## config.mk

```make
export PLATFORM = sky130hd
export DESIGN_NAME = separate_address_output_mux
export DESIGN_NICKNAME = d
export VERILOG_FILES = /design/src/logic/sep_addr_pkg.sv /design/src/logic/separate_address_output_mux.sv
export SDC_FILE = /design/constraint.sdc
export NUM_CORES = 1
export LEC_CHECK = 0
export ABC_CLOCK_PERIOD_IN_PS = 1700
export BUFFER_PORTS_ARGS = -buffer_cell sky130_fd_sc_hd__buf_2
export CORE_AREA = 4 4 126 128
export CTS_CLUSTER_DIAMETER = 60
export DETAILED_ROUTE_END_ITERATION = 6
export DIE_AREA = 0 0 130 132
export PLACE_DENSITY = 0.77
export RECOVER_POWER = 100
export SLEW_MARGIN = 20
export SYNTH_ARGS = -nofsm -noshare
export SYNTH_HDL_FRONTEND = slang
export SYNTH_SLANG_ARGS = --single-unit
```

## constraint.sdc

```tcl
create_clock -name clk -period 1.7 [get_ports clk]
set_input_delay 0.34 -clock clk [delete_from_list [all_inputs] [get_ports clk]]
set_output_delay 0.34 -clock clk [all_outputs]
set_load 0.02 [all_outputs]
```

## src/logic/sep_addr_pkg.sv

```systemverilog
package sep_addr_pkg;

	// ----------------------------------------
	// Register map (byte addresses, bit 0 ignored)
	// ----------------------------------------
	localparam logic [31:0] PORT3_LATCH_ADDR = 32'hfffff006;
	localparam logic [31:0] PORT10_LATCH_ADDR = 32'hfffff014;
	localparam logic [31:0] PORT11_LATCH_ADDR = 32'hfffff016;
	localparam logic [31:0] PORT3_DIR_ADDR = 32'hfffff026;
	localparam logic [31:0] PORT10_DIR_ADDR = 32'hfffff034;
	localparam logic [31:0] PORT11_DIR_ADDR = 32'hfffff036;
	localparam logic [31:0] EXP_MODE_ADDR = 32'hfffff04c;
	localparam logic [31:0] SEP_SEL_ADDR = 32'hfffff068;

	// ----------------------------------------
	// Reset values
	// ----------------------------------------
	localparam logic [7:0] LATCH_RST = 8'h00;
	localparam logic [7:0] PORT3_DIR_RST = 8'hff;
	localparam logic [7:0] PORT10_DIR_RST = 8'hff;
	localparam logic [7:0] PORT11_DIR_RST = 8'h1f;
	localparam logic [7:0] EXP_MODE_RST = 8'h00;
	localparam logic [2:0] SEP_SEL_RST = 3'h0;
	localparam logic [7:0] SEP_SEL_READ = 8'h00;

	// ----------------------------------------
	// Field layout
	// ----------------------------------------
	localparam int SEP_SEL_W = 3;
	localparam logic [7:0] EXP_MODE_MASK = 8'h0f;
	localparam int PORT3_ADDR_LSB = 4;

	// Separate address output selection
	typedef enum logic [2:0] {
		SEL_PORT = 3'h0,
		SEL_RSVD = 3'h1,
		SEL_32B = 3'h2,
		SEL_512B = 3'h3,
		SEL_8K = 3'h4,
		SEL_16K = 3'h5,
		SEL_32K = 3'h6,
		SEL_64K = 3'h7
	} sep_sel_e;

	// One register access from the CPU side
	typedef struct packed {
		logic [31:0] addr;
		logic wr;
		logic rd;
		logic bit_op;
		logic [2:0] bit_idx;
		logic [7:0] wdata;
	} reg_req_s;

	// Drive of one 8-bit port
	typedef struct packed {
		logic [7:0] out;
		logic [7:0] oe;
	} port_drive_s;

endpackage : sep_addr_pkg

```

## src/logic/separate_address_output_mux.sv

```systemverilog
module separate_address_output_mux (
	input wire logic clk, // 40 MHz clock
	input wire logic reset, // Synchronous, active high
	input wire logic ce, // Clock enable
	input wire sep_addr_pkg::reg_req_s req, // CPU register access
	input wire logic [15:1] bus_addr, // Address from bus controller
	input wire logic emu_mode, // In-circuit emulation strap
	input wire logic [7:0] port3_pin_in, // Port 3 pin levels
	input wire logic [7:0] port10_pin_in, // Port 10 pin levels
	input wire logic [7:0] port11_pin_in, // Port 11 pin levels
	output sep_addr_pkg::port_drive_s port3_drv, // Port 3 out and enable
	output sep_addr_pkg::port_drive_s port10_drv, // Port 10 out and enable
	output sep_addr_pkg::port_drive_s port11_drv, // Port 11 out and enable
	output logic [7:0] rdata, // Read data, valid cycle after rd
	output logic sep_bus_active, // Separate address bus in use
	output logic wait_pin_enable // Pin wait input usable
);

	// ----------------------------------------
	// Helper functions
	// ----------------------------------------

	// Address match with bit 0 not decoded
	function automatic logic hit(input logic [31:0] a, input logic [31:0] base);
		hit = (a[31:1] == base[31:1]);
	endfunction : hit

	// Byte or single-bit write into an 8-bit register
	function automatic logic [7:0] apply_wr(input logic [7:0] old,
		input sep_addr_pkg::reg_req_s r);
		logic [7:0] v;
		v = old;
		if (r.bit_op) begin
			v[r.bit_idx] = r.wdata[0];
		end else begin
			v = r.wdata;
		end
		apply_wr = v;
	endfunction : apply_wr

	// Port read: pin level for inputs, latch for outputs
	function automatic logic [7:0] port_rd(input logic [7:0] latch,
		input logic [7:0] dir, input logic [7:0] pin);
		port_rd = (dir & pin) | (~dir & latch);
	endfunction : port_rd

	// ----------------------------------------
	// Pin input synchronisers
	// ----------------------------------------
	// Pins and the emulation strap arrive unsynchronised
	logic [7:0] p3_s1_r, p3_s2_r, p10_s1_r, p10_s2_r, p11_s1_r, p11_s2_r;
	logic emu_s1_r, emu_s2_r;
	logic [7:0] p3_s1_nxt, p3_s2_nxt, p10_s1_nxt, p10_s2_nxt, p11_s1_nxt, p11_s2_nxt;
	logic emu_s1_nxt, emu_s2_nxt;

	// Two-flop chains; only the second stage is read,
	// so a metastable first stage never reaches logic
	always_comb begin
		p3_s1_nxt = port3_pin_in;
		p3_s2_nxt = p3_s1_r;
		p10_s1_nxt = port10_pin_in;
		p10_s2_nxt = p10_s1_r;
		p11_s1_nxt = port11_pin_in;
		p11_s2_nxt = p11_s1_r;
		emu_s1_nxt = emu_mode;
		emu_s2_nxt = emu_s1_r;
	end

	// Synchroniser stages
	always_ff @(posedge clk) begin
		if (reset) begin
			p3_s1_r <= 8'h00;
			p3_s2_r <= 8'h00;
			p10_s1_r <= 8'h00;
			p10_s2_r <= 8'h00;
			p11_s1_r <= 8'h00;
			p11_s2_r <= 8'h00;
			emu_s1_r <= 1'b0;
			emu_s2_r <= 1'b0;
		end else if (ce) begin
			p3_s1_r <= p3_s1_nxt;
			p3_s2_r <= p3_s2_nxt;
			p10_s1_r <= p10_s1_nxt;
			p10_s2_r <= p10_s2_nxt;
			p11_s1_r <= p11_s1_nxt;
			p11_s2_r <= p11_s2_nxt;
			emu_s1_r <= emu_s1_nxt;
			emu_s2_r <= emu_s2_nxt;
		end
	end

	// ----------------------------------------
	// Register file
	// ----------------------------------------
	// Register storage and next values
	logic [7:0] p3_lat_r, p10_lat_r, p11_lat_r, p3_dir_r, p10_dir_r, p11_dir_r, mm_r;
	logic [7:0] p3_lat_nxt, p10_lat_nxt, p11_lat_nxt;
	logic [7:0] p3_dir_nxt, p10_dir_nxt, p11_dir_nxt, mm_nxt;
	sep_addr_pkg::sep_sel_e sel_r, sel_nxt;
	logic [7:0] rdata_r, rdata_nxt;

	// Write decode and read mux
	always_comb begin
		p3_lat_nxt = p3_lat_r;
		p10_lat_nxt = p10_lat_r;
		p11_lat_nxt = p11_lat_r;
		p3_dir_nxt = p3_dir_r;
		p10_dir_nxt = p10_dir_r;
		p11_dir_nxt = p11_dir_r;
		mm_nxt = mm_r;
		sel_nxt = sel_r;
		rdata_nxt = 8'h00;
		if (req.wr) begin
			// Output latches take byte or single-bit writes
			if (hit(req.addr, sep_addr_pkg::PORT3_LATCH_ADDR)) begin
				p3_lat_nxt = apply_wr(p3_lat_r, req);
			end
			if (hit(req.addr, sep_addr_pkg::PORT10_LATCH_ADDR)) begin
				p10_lat_nxt = apply_wr(p10_lat_r, req);
			end
			if (hit(req.addr, sep_addr_pkg::PORT11_LATCH_ADDR)) begin
				p11_lat_nxt = apply_wr(p11_lat_r, req);
			end
			// Direction bits: 1 keeps a pin an input
			if (hit(req.addr, sep_addr_pkg::PORT3_DIR_ADDR)) begin
				p3_dir_nxt = apply_wr(p3_dir_r, req);
			end
			if (hit(req.addr, sep_addr_pkg::PORT10_DIR_ADDR)) begin
				p10_dir_nxt = apply_wr(p10_dir_r, req);
			end
			if (hit(req.addr, sep_addr_pkg::PORT11_DIR_ADDR)) begin
				p11_dir_nxt = apply_wr(p11_dir_r, req);
			end
			// Upper nibble held at zero
			if (hit(req.addr, sep_addr_pkg::EXP_MODE_ADDR)) begin
				mm_nxt = apply_wr(mm_r, req) & sep_addr_pkg::EXP_MODE_MASK;
			end
			// Byte writes only; high bits dropped
			if (hit(req.addr, sep_addr_pkg::SEP_SEL_ADDR) && !req.bit_op) begin
				sel_nxt = sep_addr_pkg::sep_sel_e'(req.wdata[sep_addr_pkg::SEP_SEL_W-1:0]);
			end
		end
		// Read answer is registered; unmapped reads give zero
		if (req.rd) begin
			if (hit(req.addr, sep_addr_pkg::PORT3_LATCH_ADDR)) begin
				rdata_nxt = port_rd(p3_lat_r, p3_dir_r, p3_s2_r);
			end else if (hit(req.addr, sep_addr_pkg::PORT10_LATCH_ADDR)) begin
				rdata_nxt = port_rd(p10_lat_r, p10_dir_r, p10_s2_r);
			end else if (hit(req.addr, sep_addr_pkg::PORT11_LATCH_ADDR)) begin
				rdata_nxt = port_rd(p11_lat_r, p11_dir_r, p11_s2_r);
			end else if (hit(req.addr, sep_addr_pkg::PORT3_DIR_ADDR)) begin
				rdata_nxt = p3_dir_r;
			end else if (hit(req.addr, sep_addr_pkg::PORT10_DIR_ADDR)) begin
				rdata_nxt = p10_dir_r;
			end else if (hit(req.addr, sep_addr_pkg::PORT11_DIR_ADDR)) begin
				rdata_nxt = p11_dir_r;
			end else if (hit(req.addr, sep_addr_pkg::EXP_MODE_ADDR)) begin
				rdata_nxt = mm_r;
			end else if (hit(req.addr, sep_addr_pkg::SEP_SEL_ADDR)) begin
				rdata_nxt = sep_addr_pkg::SEP_SEL_READ;
			end
		end
	end

	// Register state; ce low freezes every field
	always_ff @(posedge clk) begin
		if (reset) begin
			p3_lat_r <= sep_addr_pkg::LATCH_RST;
			p10_lat_r <= sep_addr_pkg::LATCH_RST;
			p11_lat_r <= sep_addr_pkg::LATCH_RST;
			p3_dir_r <= sep_addr_pkg::PORT3_DIR_RST;
			p10_dir_r <= sep_addr_pkg::PORT10_DIR_RST;
			p11_dir_r <= sep_addr_pkg::PORT11_DIR_RST;
			mm_r <= sep_addr_pkg::EXP_MODE_RST;
			sel_r <= sep_addr_pkg::sep_sel_e'(sep_addr_pkg::SEP_SEL_RST);
			rdata_r <= 8'h00;
		end else if (ce) begin
			p3_lat_r <= p3_lat_nxt;
			p10_lat_r <= p10_lat_nxt;
			p11_lat_r <= p11_lat_nxt;
			p3_dir_r <= p3_dir_nxt;
			p10_dir_r <= p10_dir_nxt;
			p11_dir_r <= p11_dir_nxt;
			mm_r <= mm_nxt;
			sel_r <= sel_nxt;
			rdata_r <= rdata_nxt;
		end
	end

	// ----------------------------------------
	// Pin mux
	// ----------------------------------------
	// Pin mux working signals
	logic exp_on;
	logic [7:0] m3, m10, m11;
	sep_addr_pkg::port_drive_s d3_nxt, d10_nxt, d11_nxt, d3_r, d10_r, d11_r;
	logic act_nxt, act_r;

	// Expansion active for the five codes 3 to 7 in bits 2-0
	always_comb begin
		exp_on = (mm_r[2:0] == 3'h3) || mm_r[2];
		// Emulation strap keeps a software write from switching over
		act_nxt = exp_on && !emu_s2_r && (sel_r != sep_addr_pkg::SEL_PORT)
			&& (sel_r != sep_addr_pkg::SEL_RSVD);
		// Start with no pin taken over
		m3 = 8'h00;
		m10 = 8'h00;
		m11 = 8'h00;
		// Cumulative address ranges per selection code
		unique case (sel_r)
			sep_addr_pkg::SEL_PORT, sep_addr_pkg::SEL_RSVD: begin
				m11 = 8'h00;
			end
			sep_addr_pkg::SEL_32B: begin
				m11 = 8'h0f;
			end
			sep_addr_pkg::SEL_512B: begin
				m11 = 8'h0f;
				m10 = 8'h0f;
			end
			sep_addr_pkg::SEL_8K: begin
				m11 = 8'h0f;
				m10 = 8'hff;
			end
			sep_addr_pkg::SEL_16K: begin
				m11 = 8'h0f;
				m10 = 8'hff;
				m3 = 8'h10;
			end
			sep_addr_pkg::SEL_32K: begin
				m11 = 8'h0f;
				m10 = 8'hff;
				m3 = 8'h30;
			end
			sep_addr_pkg::SEL_64K: begin
				m11 = 8'h0f;
				m10 = 8'hff;
				m3 = 8'h70;
			end
		endcase
		// Without a live mode every pin stays a plain port
		if (!act_nxt) begin
			m3 = 8'h00;
			m10 = 8'h00;
			m11 = 8'h00;
		end
		// Address bits override latch on selected pins only
		// Port 11 low nibble carries A1-A4
		d11_nxt.out = (m11 & {4'h0, bus_addr[4:1]}) | (~m11 & p11_lat_r);
		d11_nxt.oe = m11 | ~p11_dir_r;
		// Port 10 carries A5-A12
		d10_nxt.out = (m10 & bus_addr[12:5]) | (~m10 & p10_lat_r);
		d10_nxt.oe = m10 | ~p10_dir_r;
		// Port 3 bits 4-6 carry A13-A15
		d3_nxt.out = (m3 & {1'b0, bus_addr[15:13], 4'h0}) | (~m3 & p3_lat_r);
		d3_nxt.oe = m3 | ~p3_dir_r;
	end

	// Pin drive registers feed the ports directly
	always_ff @(posedge clk) begin
		if (reset) begin
			d3_r <= '0;
			d10_r <= '0;
			d11_r <= '0;
			act_r <= 1'b0;
		end else if (ce) begin
			d3_r <= d3_nxt;
			d10_r <= d10_nxt;
			d11_r <= d11_nxt;
			act_r <= act_nxt;
		end
	end

	// ----------------------------------------
	// Outputs
	// ----------------------------------------
	// Every output comes from a flip-flop; wait_pin_enable through an inverter on act_r
	assign port3_drv = d3_r;
	assign port10_drv = d10_r;
	assign port11_drv = d11_r;
	assign rdata = rdata_r;
	assign sep_bus_active = act_r;
	// A1 takes over the wait pin while separate mode runs
	assign wait_pin_enable = !act_r;

endmodule : separate_address_output_mux

```

Yosys cells after proc, flatten, opt, wreduce, memory -nomap -nowiden --
Cells that the tools add are included.
Storage, ports and cells: flip-flop bits (word level) 162, input bits 89, word-level logic and storage cells 122
Operators by class: order comparisons 2, equal/unequal tests 17, multiplexer cells 30, bitwise operators 27, reductions and logical operators 22
Operators by type and width (number):
- == test 31 bit, second input constant | 8
- two-way mux 8 bit | 16
- AND 8 bit | 10
- bitwise OR 8 bit | 9
- bitwise mux 8 bit | 7
- NOT 8 bit | 6
- case mux 8 bit (2 select lines) | 2
- AND reduction 3 bit | 8
- case mux 7 bit (3 select lines) | 1
- == test 3 bit, second input constant | 4
- == test 3 x 2 -> 1 bit, second input constant | 3
- AND 8 x 4 -> 8 bit | 1
- AND 8 x 7 -> 8 bit | 1
- two-way mux 4 bit | 2
- OR reduction 6 bit | 1
- logical AND 1 bit | 5
- less-than comparator 3 x 4 -> 1 bit, second input constant | 1
- OR reduction 4 bit | 1
- demux 1 bit (select 3 bit) | 1
- == test 3 x 1 -> 1 bit, second input constant | 1
- >= comparator 3 x 1 -> 1 bit, second input constant | 1
- zero test 1 bit | 3
- zero test 3 bit | 1
- != test 3 x 1 -> 1 bit, second input constant | 1
- 4 further kinds | 4

Longest topological paths before layout --
Gate-level depths: netlist of the first run.
depth after elaboration 9, mapped depth 8, depth with buffers taken out 5

Least setup slack after synthesis of the first run --
No wires, ideal clock.
kind input to register, start in req[24] (netlist name), end reg p3_dir_r[4], setup time 0.122 ns, arrival time 1.686 ns, required time 1.578 ns, setup slack -0.108 ns, cell stages on the path 8, buffers on the path 3, cell sequence nor4b_2 -> and4b_1 -> buf_4 -> and3_1 -> buf_6 -> buf_8 -> nand3_1 -> a221o_1
On the way: word-level cells in the longest chain between the ends 2
Ends and longest elaborated chain:
- from (decl) | line separate_address_output_mux.sv:5 | input wire sep_addr_pkg::reg_req_s req,
- == test 31 bit | line separate_address_output_mux.sv:25 | hit = (a[31:1] == base[31:1]);
- AND reduction 3 bit (no source line)
- to (signal assigned) | line separate_address_output_mux.sv:171 | p3_dir_r <= sep_addr_pkg::PORT3_DIR_RST;
- to (signal assigned) | line separate_address_output_mux.sv:181 | p3_dir_r <= p3_dir_nxt;
- to (decl) | line separate_address_output_mux.sv:96 | logic [7:0] p3_lat_r, p10_lat_r, p11_lat_r, p3_dir_r, p10_dir_r, p11_dir_r, mm_r;
No other way between the ends. A chain may end at the register's enable or synchronous reset.

Final worst setup path of the first run --
start in req[24] (netlist name), end reg p10_dir_r[4]
On the way: word-level cells in the longest chain between the ends 2
Ends and longest elaborated chain:
- == test 31 bit | line separate_address_output_mux.sv:25
- AND reduction 3 bit (no source line)
- to (signal assigned) | line separate_address_output_mux.sv:172 | p10_dir_r <= sep_addr_pkg::PORT10_DIR_RST;
- to (signal assigned) | line separate_address_output_mux.sv:182 | p10_dir_r <= p10_dir_nxt;
- to (decl) | line separate_address_output_mux.sv:96
No other way between the ends.

==> qor.yml, run 1 <==
sta:
  rsz0062_at_grt: "no"
  finalSetupViolCount: 0
  min_period_over_period_pct: 96.99
  tightest_slew_ns: 0.7770
  fin_crit_ns: 1.649
  fin_worst_skew_ns: 0.008970
  max_slew_margin_pct: 47.89
  setup_ws_ns: 0.05116
  whs_ns: 0.1471
  fmax_mhz: 606.5
  drv_slew: 0
  finalHoldViolations: 0
  fin_setup_tns_ns: 0
global_routing:
  antenna_found_initial: 1
  grt-busiest-layer: "met2"
  track_usage_pct: 25.06
  grt_overflow: 0
  grt_use_met2_pct: 36.30
  grt_use_met1_pct: 35.87
  grt_use_met3_pct: 6.969
  grt_pass1_vias: 6440
  grt_pass1_wl_um: 34000
  grt_max_degree: 107
critical_path:
  crit_start: "req[24]"
  worst-setup-path-type: "input port to flop"
  worstReg2RegStart: "mm_r[0]$_SDFFE_PP0P_"
  worstPathRequired_ns: 2.02
  worst_setup_path_end_kind: "flop"
  r2r-end: "port10_drv[11]$_SDFFE_PP0P_"
  reg2reg_slack_ns: 0.11
  setup.worst_path.end: "p10_dir_r[4]$_SDFFE_PP1P_"
  start_kind: "input port"
  critPathArrivalTime_ns: 1.97
  cp_max_fo: 9
  r2r_cells: 6
place:
  placed_area_um2: 8607
  place.gp.congestion: 0.9464
  dp_slack_ns: -0.4020
  dp_hpwl_um: 16000
  dp_cells: 1130
  portBuffers: 145
power:
  p_comb_share_pct: 8.8
  clockPowerShare_pct: 47.3
  seq_power_share_pct: 44.0
  power.density_nw_per_um2: 983.2
  power_mw: 9.008
  switchingPower_mw: 2.103
  switching_share_pct: 23.34
  power_leakage_nw: 3.755
  vdd_drop_max_mv: 0.6765
  internal-power_mw: 6.905
cells_and_area:
  layout.nets: 1050
  drive_gt1_share_pct: 22.59
  final_common_cell: "dfxtp_1"
  areaGrowthSynthToFinish_pct: 26.28
  finalCoreUtilization_pct: 61.64
  fillers: 1318
  final_cell_mix: "dfxtp_1, nor2_1, mux2i_1, buf_2, buf_4"
  fin_cells: 1163
  fin_area_um2: 9163
min_path:
  hold_path.class: "input port to flop"
  hp-start: "port3_pin_in[7]"
  whs_path_depth: 3
routing:
  num_vias: 6795
  first_pass_iters: 5
  drt_iter0_markers: 609
  wire_per_inst_um: 18.67
  drc: 0
  avgViaCountPerCell: 5.843
  routed_wl_um: 21720
  ant_nets: 0
floorplan:
  rows: 45
  die_h_um: 132
  io_pins: 147
  die_area_um2: 17160
  core_um2: 14860
  start_util_pct: 48.81
  die_w_um: 130
yosys:
  synth_top_area_share_pct: 44.70
  seq_area_frac_synth_pct: 44.70
  ys_warn_count: 0
  yosys-top-cells-area: "dfxtp_1, mux2i_1, nor2_1"
  syn_inst: 778
  async_reset_ff_share_pct: 0
  synth_ff_type: "dfxtp_1"
  syn_nets: 867
  synth-edff-count: 0
  yosysUniqueCellTypes: 56
  syn_area_um2: 7256
  avgSynthCellArea_um2: 9.326
  synth-seq-cells: 162
  post-synth-top-area-cell: "dfxtp_1"
job:
  cap_violations: 0
clock_tree:
  clk-insertion-delay-late_ns: 0.43
  cts_sinks: 162
  clk_pin_slew_ns: 0.06
  cts_max_level: 4
  numCtsBuffers: 17
  cts_tree: "built"
  clockRootBuffer: "clkbuf_16"
  postCtsSetupBuffers: 0
  clockBufferDepth: 2
run_status:
  outcome: "completed"
==> layer usage <==
layer / part of all wire (%) / up-vias
li1: - / 3272
met1: 44 / 3151
met2: 43 / 334
met3: 10 / 38
met4: 2.2 / 0
met5: 0 / -
==> registers in the layout, summed over array words and instances, names as in the netlist, 3 cells and up <==
name,cells
p10_s2_r,8
p11_dir_r,8
p10_lat_r,8
mm_r,4
sel_r,3
p10_s1_r,8
port10_drv,16
port3_drv,16
p11_s1_r,8
rdata,8
port11_drv,16
p3_s2_r,8
p3_lat_r,8
p11_s2_r,8
p11_lat_r,8
p3_dir_r,8
p10_dir_r,8
p3_s1_r,8
==> power by group through the flow <==
stage          clock network (mW)  logic [mW]  registers [mW]
6_report                     4.26       0.788            3.96
3_5_place_dp                    0       0.794            4.04
5_1_grt                      4.45       0.858            3.97
3_3_place_gp                    0       0.779            4.04
2_1_floorplan                   0       0.422            4.08
4_1_cts                      4.30       0.801            3.96
==> logic make-up (layout without fill, tap and decap cells) <==
logic type             Yosys count  count (layout)  synth area share [%]
buffers and inverters           79             275                 5.190
and+or+nand+nor                245             245                 16.07
other                            0               1                     0
muxes                          102             102                 14.33
AOI/OAI and AO/OA              190             190                 19.71
DFF                            162             162                 44.70
==> cell usage after synthesis, types with 7 or more instances <==
cell      number
dfxtp_1      162
nor2_1       115
mux2i_1       87
a211oi_1      46
nand2_1       44
clkbuf_1      35
a311oi_1      28
a21oi_1       22
a31oi_1       21
nand3_1       19
buf_2         15
mux2_2        15
a221o_1       13
inv_1         13
o21ai_0       13
nor2b_1       12
and2_1         9
nor3_1         9
a22oi_1        7
==> critical path: stages <==
cell and delay, ns:
clkbuf_1 0.10, nor4b_4 0.30, and4b_1 0.24, buf_4 0.16
and4_1 0.28, clkbuf_2 0.19, nand2_1 0.06, a221o_1 0.28
==> worst min-delay path by stage <==
stage / endpoint / slack (ns)
after detailed placement: rdata[5]$_SDFFE_PP0P_ / 0.47
after CTS: p10_s1_r[6]$_SDFFE_PP0P_ / 0.14
final: p3_s1_r[7]$_SDFFE_PP0P_ / 0.15
after global routing: p11_s1_r[0]$_SDFFE_PP0P_ / 0.15
after floorplan: mm_r[3]$_SDFFE_PP0P_ / 0.45
after global placement: rdata[7]$_SDFFE_PP0P_ / 0.46
==> cell type report <==
cell class                 instances  area (µm²)  share of cell area [%]
clock inverter                    12       201.4                   2.199
antenna                            1       2.502                 0.02731
timing repair buffer             230        1325                   14.46
clock buffer                      20       456.7                   4.984
multi-input combinational        537        3650                   39.83
inverter                          13       48.80                  0.5326
tap                              188       235.2                   2.567
sequential                       162        3243                   35.40
==> what timing repair did <==
item,in CTS,in global routing
endpoints found under the setup margin,0,3
hold buffers,0,0
gates resized for setup,0,2
Note: power is estimated with default switching activity, not from simulation.
==> inputs of run 2 (changes only) <==
- ABC_CLOCK_PERIOD_IN_PS: 1700 -> 1800
- CORE_AREA: 4 4 126 128 -> 4 4 124 126
- DIE_AREA: 0 0 130 132 -> 0 0 128 130
- RECOVER_POWER: 100 -> 50
- clock period: 1.7 -> 1.8 ns (I/O delays scaled with it)
==> run 2 against run 1 <==
Compared with the run above:
- global-route usage barely moved
- register-to-register slack gained 0.07 ns
- total power down 9.1%
- via count shrank 0.75%
- final cell count is 0.77% lower
- first-iteration DRC count shrank 18%
- routed wire length fell by 3.6%
- clock power shrank 13%
==> qor.yml, run 2 (same netlist as run 1, synthesis figures left out) <==
run_status:
  outcome: "completed"
clock_tree:
  cts_tree: "built"
  numCtsBuffers: 17
  postCtsSetupBuffers: 0
  clockRootBuffer: "clkbuf_16"
  cts_resized: 0
  cts_hold_buf: 0
  clk_pin_slew_ns: 0.06
  cts_max_level: 4
  clk-insertion-delay-late_ns: 0.43
  clockBufferDepth: 2
  cts_sinks: 162
floorplan:
  die_h_um: 130
  core_um2: 14310
  start_util_pct: 50.69
  die_area_um2: 16640
  io_pins: 147
  die_w_um: 128
  rows: 44
power:
  clockPowerShare_pct: 45.3
  vdd_drop_max_mv: 0.6732
  internal-power_mw: 6.246
  power_leakage_nw: 3.801
  seq_power_share_pct: 45.6
  switchingPower_mw: 1.943
  switching_share_pct: 23.72
  power.density_nw_per_um2: 901.0
  p_comb_share_pct: 9.1
  power_mw: 8.189
sta:
  rsz0062_at_grt: "no"
  min_period_over_period_pct: 91.28
  fin_setup_tns_ns: 0
  fin_crit_ns: 1.643
  max_slew_margin_pct: 25.41
  tightest_slew_ns: 1.119
  finalSetupViolCount: 0
  fin_worst_skew_ns: 0.009806
  fmax_mhz: 608.6
  finalHoldViolations: 0
  drv_slew: 0
cells_and_area:
  final_cell_mix: "dfxtp_1, nor2_1, buf_2, mux2i_1, buf_4"
  areaGrowthSynthToFinish_pct: 25.26
  fin_cells: 1154
  drive_gt1_share_pct: 24.33
  antennaDiodeCount: 0
  final_common_cell: "dfxtp_1"
  fin_area_um2: 9089
  layout.nets: 1046
global_routing:
  grt_pass1_vias: 6144
  grt_overflow: 0
  antenna_found_initial: 0
  grt_max_degree: 113
  track_usage_pct: 25.10
  grt_pass1_wl_um: 32890
place:
  place.gp.congestion: 0.9177
  portBuffers: 145
  dp_hpwl_um: 15460
  dp_cells: 1122
  placed_area_um2: 8572
routing:
  wire_per_inst_um: 18.14
  drc: 0
  routed_wl_um: 20940
  ant_nets: 0
  drt_iter0_markers: 500
  first_pass_iters: 5
  num_vias: 6744
  avgViaCountPerCell: 5.844
critical_path:
  worst_setup_path_end_kind: "flop"
  start_kind: "input port"
  cp_max_fo: 8
  critPathArrivalTime_ns: 1.98
  worst-setup-path-type: "input port to flop"
  worstPathRequired_ns: 2.14
  reg2reg_slack_ns: 0.18
job:
  cap_violations: 0
min_path:
  hold_path.class: "input port to flop"
==> run 2: changes by cell type in the layout (fill, tap and decap cells not counted), sizes merged <==
cell and change:
buf +26, bufinv -2, clkbuf -26, clkinvlp -1, diode -1, inv -1
==> run 2: layout make-up <==
type	instances	area [µm²]
Tap cell	184	230.2
Clock inverter	8	125.1
Sequential cell	162	3243
Timing Repair Buffer	226	1324
Multi-Input combinational cell	537	3646
Inverter	13	48.80
Fill cell	1254	5225
Clock buffer	24	471.7
==> run 2: final timing paths <==
kind | cells past startpoint | to | startpoint
hold / removal | 3 | p10_s1_r[5]$_SDFFE_PP0P_ | port10_pin_in[5]
hold reg to reg | 2 | port3_drv[3]$_SDFFE_PP0P_ | port3_drv[3]$_SDFFE_PP0P_
setup reg to reg | 5 | port10_drv[11]$_SDFFE_PP0P_ | mm_r[0]$_SDFFE_PP0P_
setup / recovery | 7 | p11_dir_r[5]$_SDFFE_PP0P_ | req[24]
==> run 2: per-layer routing <==
metal  global-route usage, %  part of all wire [%]  vias up
met3                   6.017                   9.6       35
met2                   37.58                    43      315
li1                        -                     -     3251
met4                   7.990                   2.0        0
met1                   35.87                    46     3143
met5                       0                     0        -
==> run 2: metrics by stage <==
| step | util (%) | setup slack, ns | hold WS [ns] |
|---|---|---|---|
| finish | 63.50 | 0.1569 | 0.1668 |
| global route | 63.50 | 0.02840 | 0.1713 |
| CTS | 64.06 | 0.09518 | 0.1569 |
| detailed placement | 59.89 | -0.3515 | 0.4639 |
| global placement | 59.89 | -0.3094 | 0.4548 |
| floorplan | - | -0.01100 | 0.4525 |
==> run 2: power by group through the flow <==
stage	Combinational, mW	Clock [mW]	Sequential [mW]
2_1_floorplan	0.399	0	3.85
3_3_place_gp	0.736	0	3.81
3_5_place_dp	0.747	0	3.81
4_1_cts	0.754	3.73	3.74
5_1_grt	0.813	3.88	3.75
6_report	0.743	3.71	3.74
==> run 2: worst max-delay path, cell delays in order <==
cell and delay (ns):
buf_2 0.11, nor4b_4 0.27, and4b_2 0.35, and4_1 0.38
buf_4 0.21, a21oi_1 0.07, a211oi_1 0.23
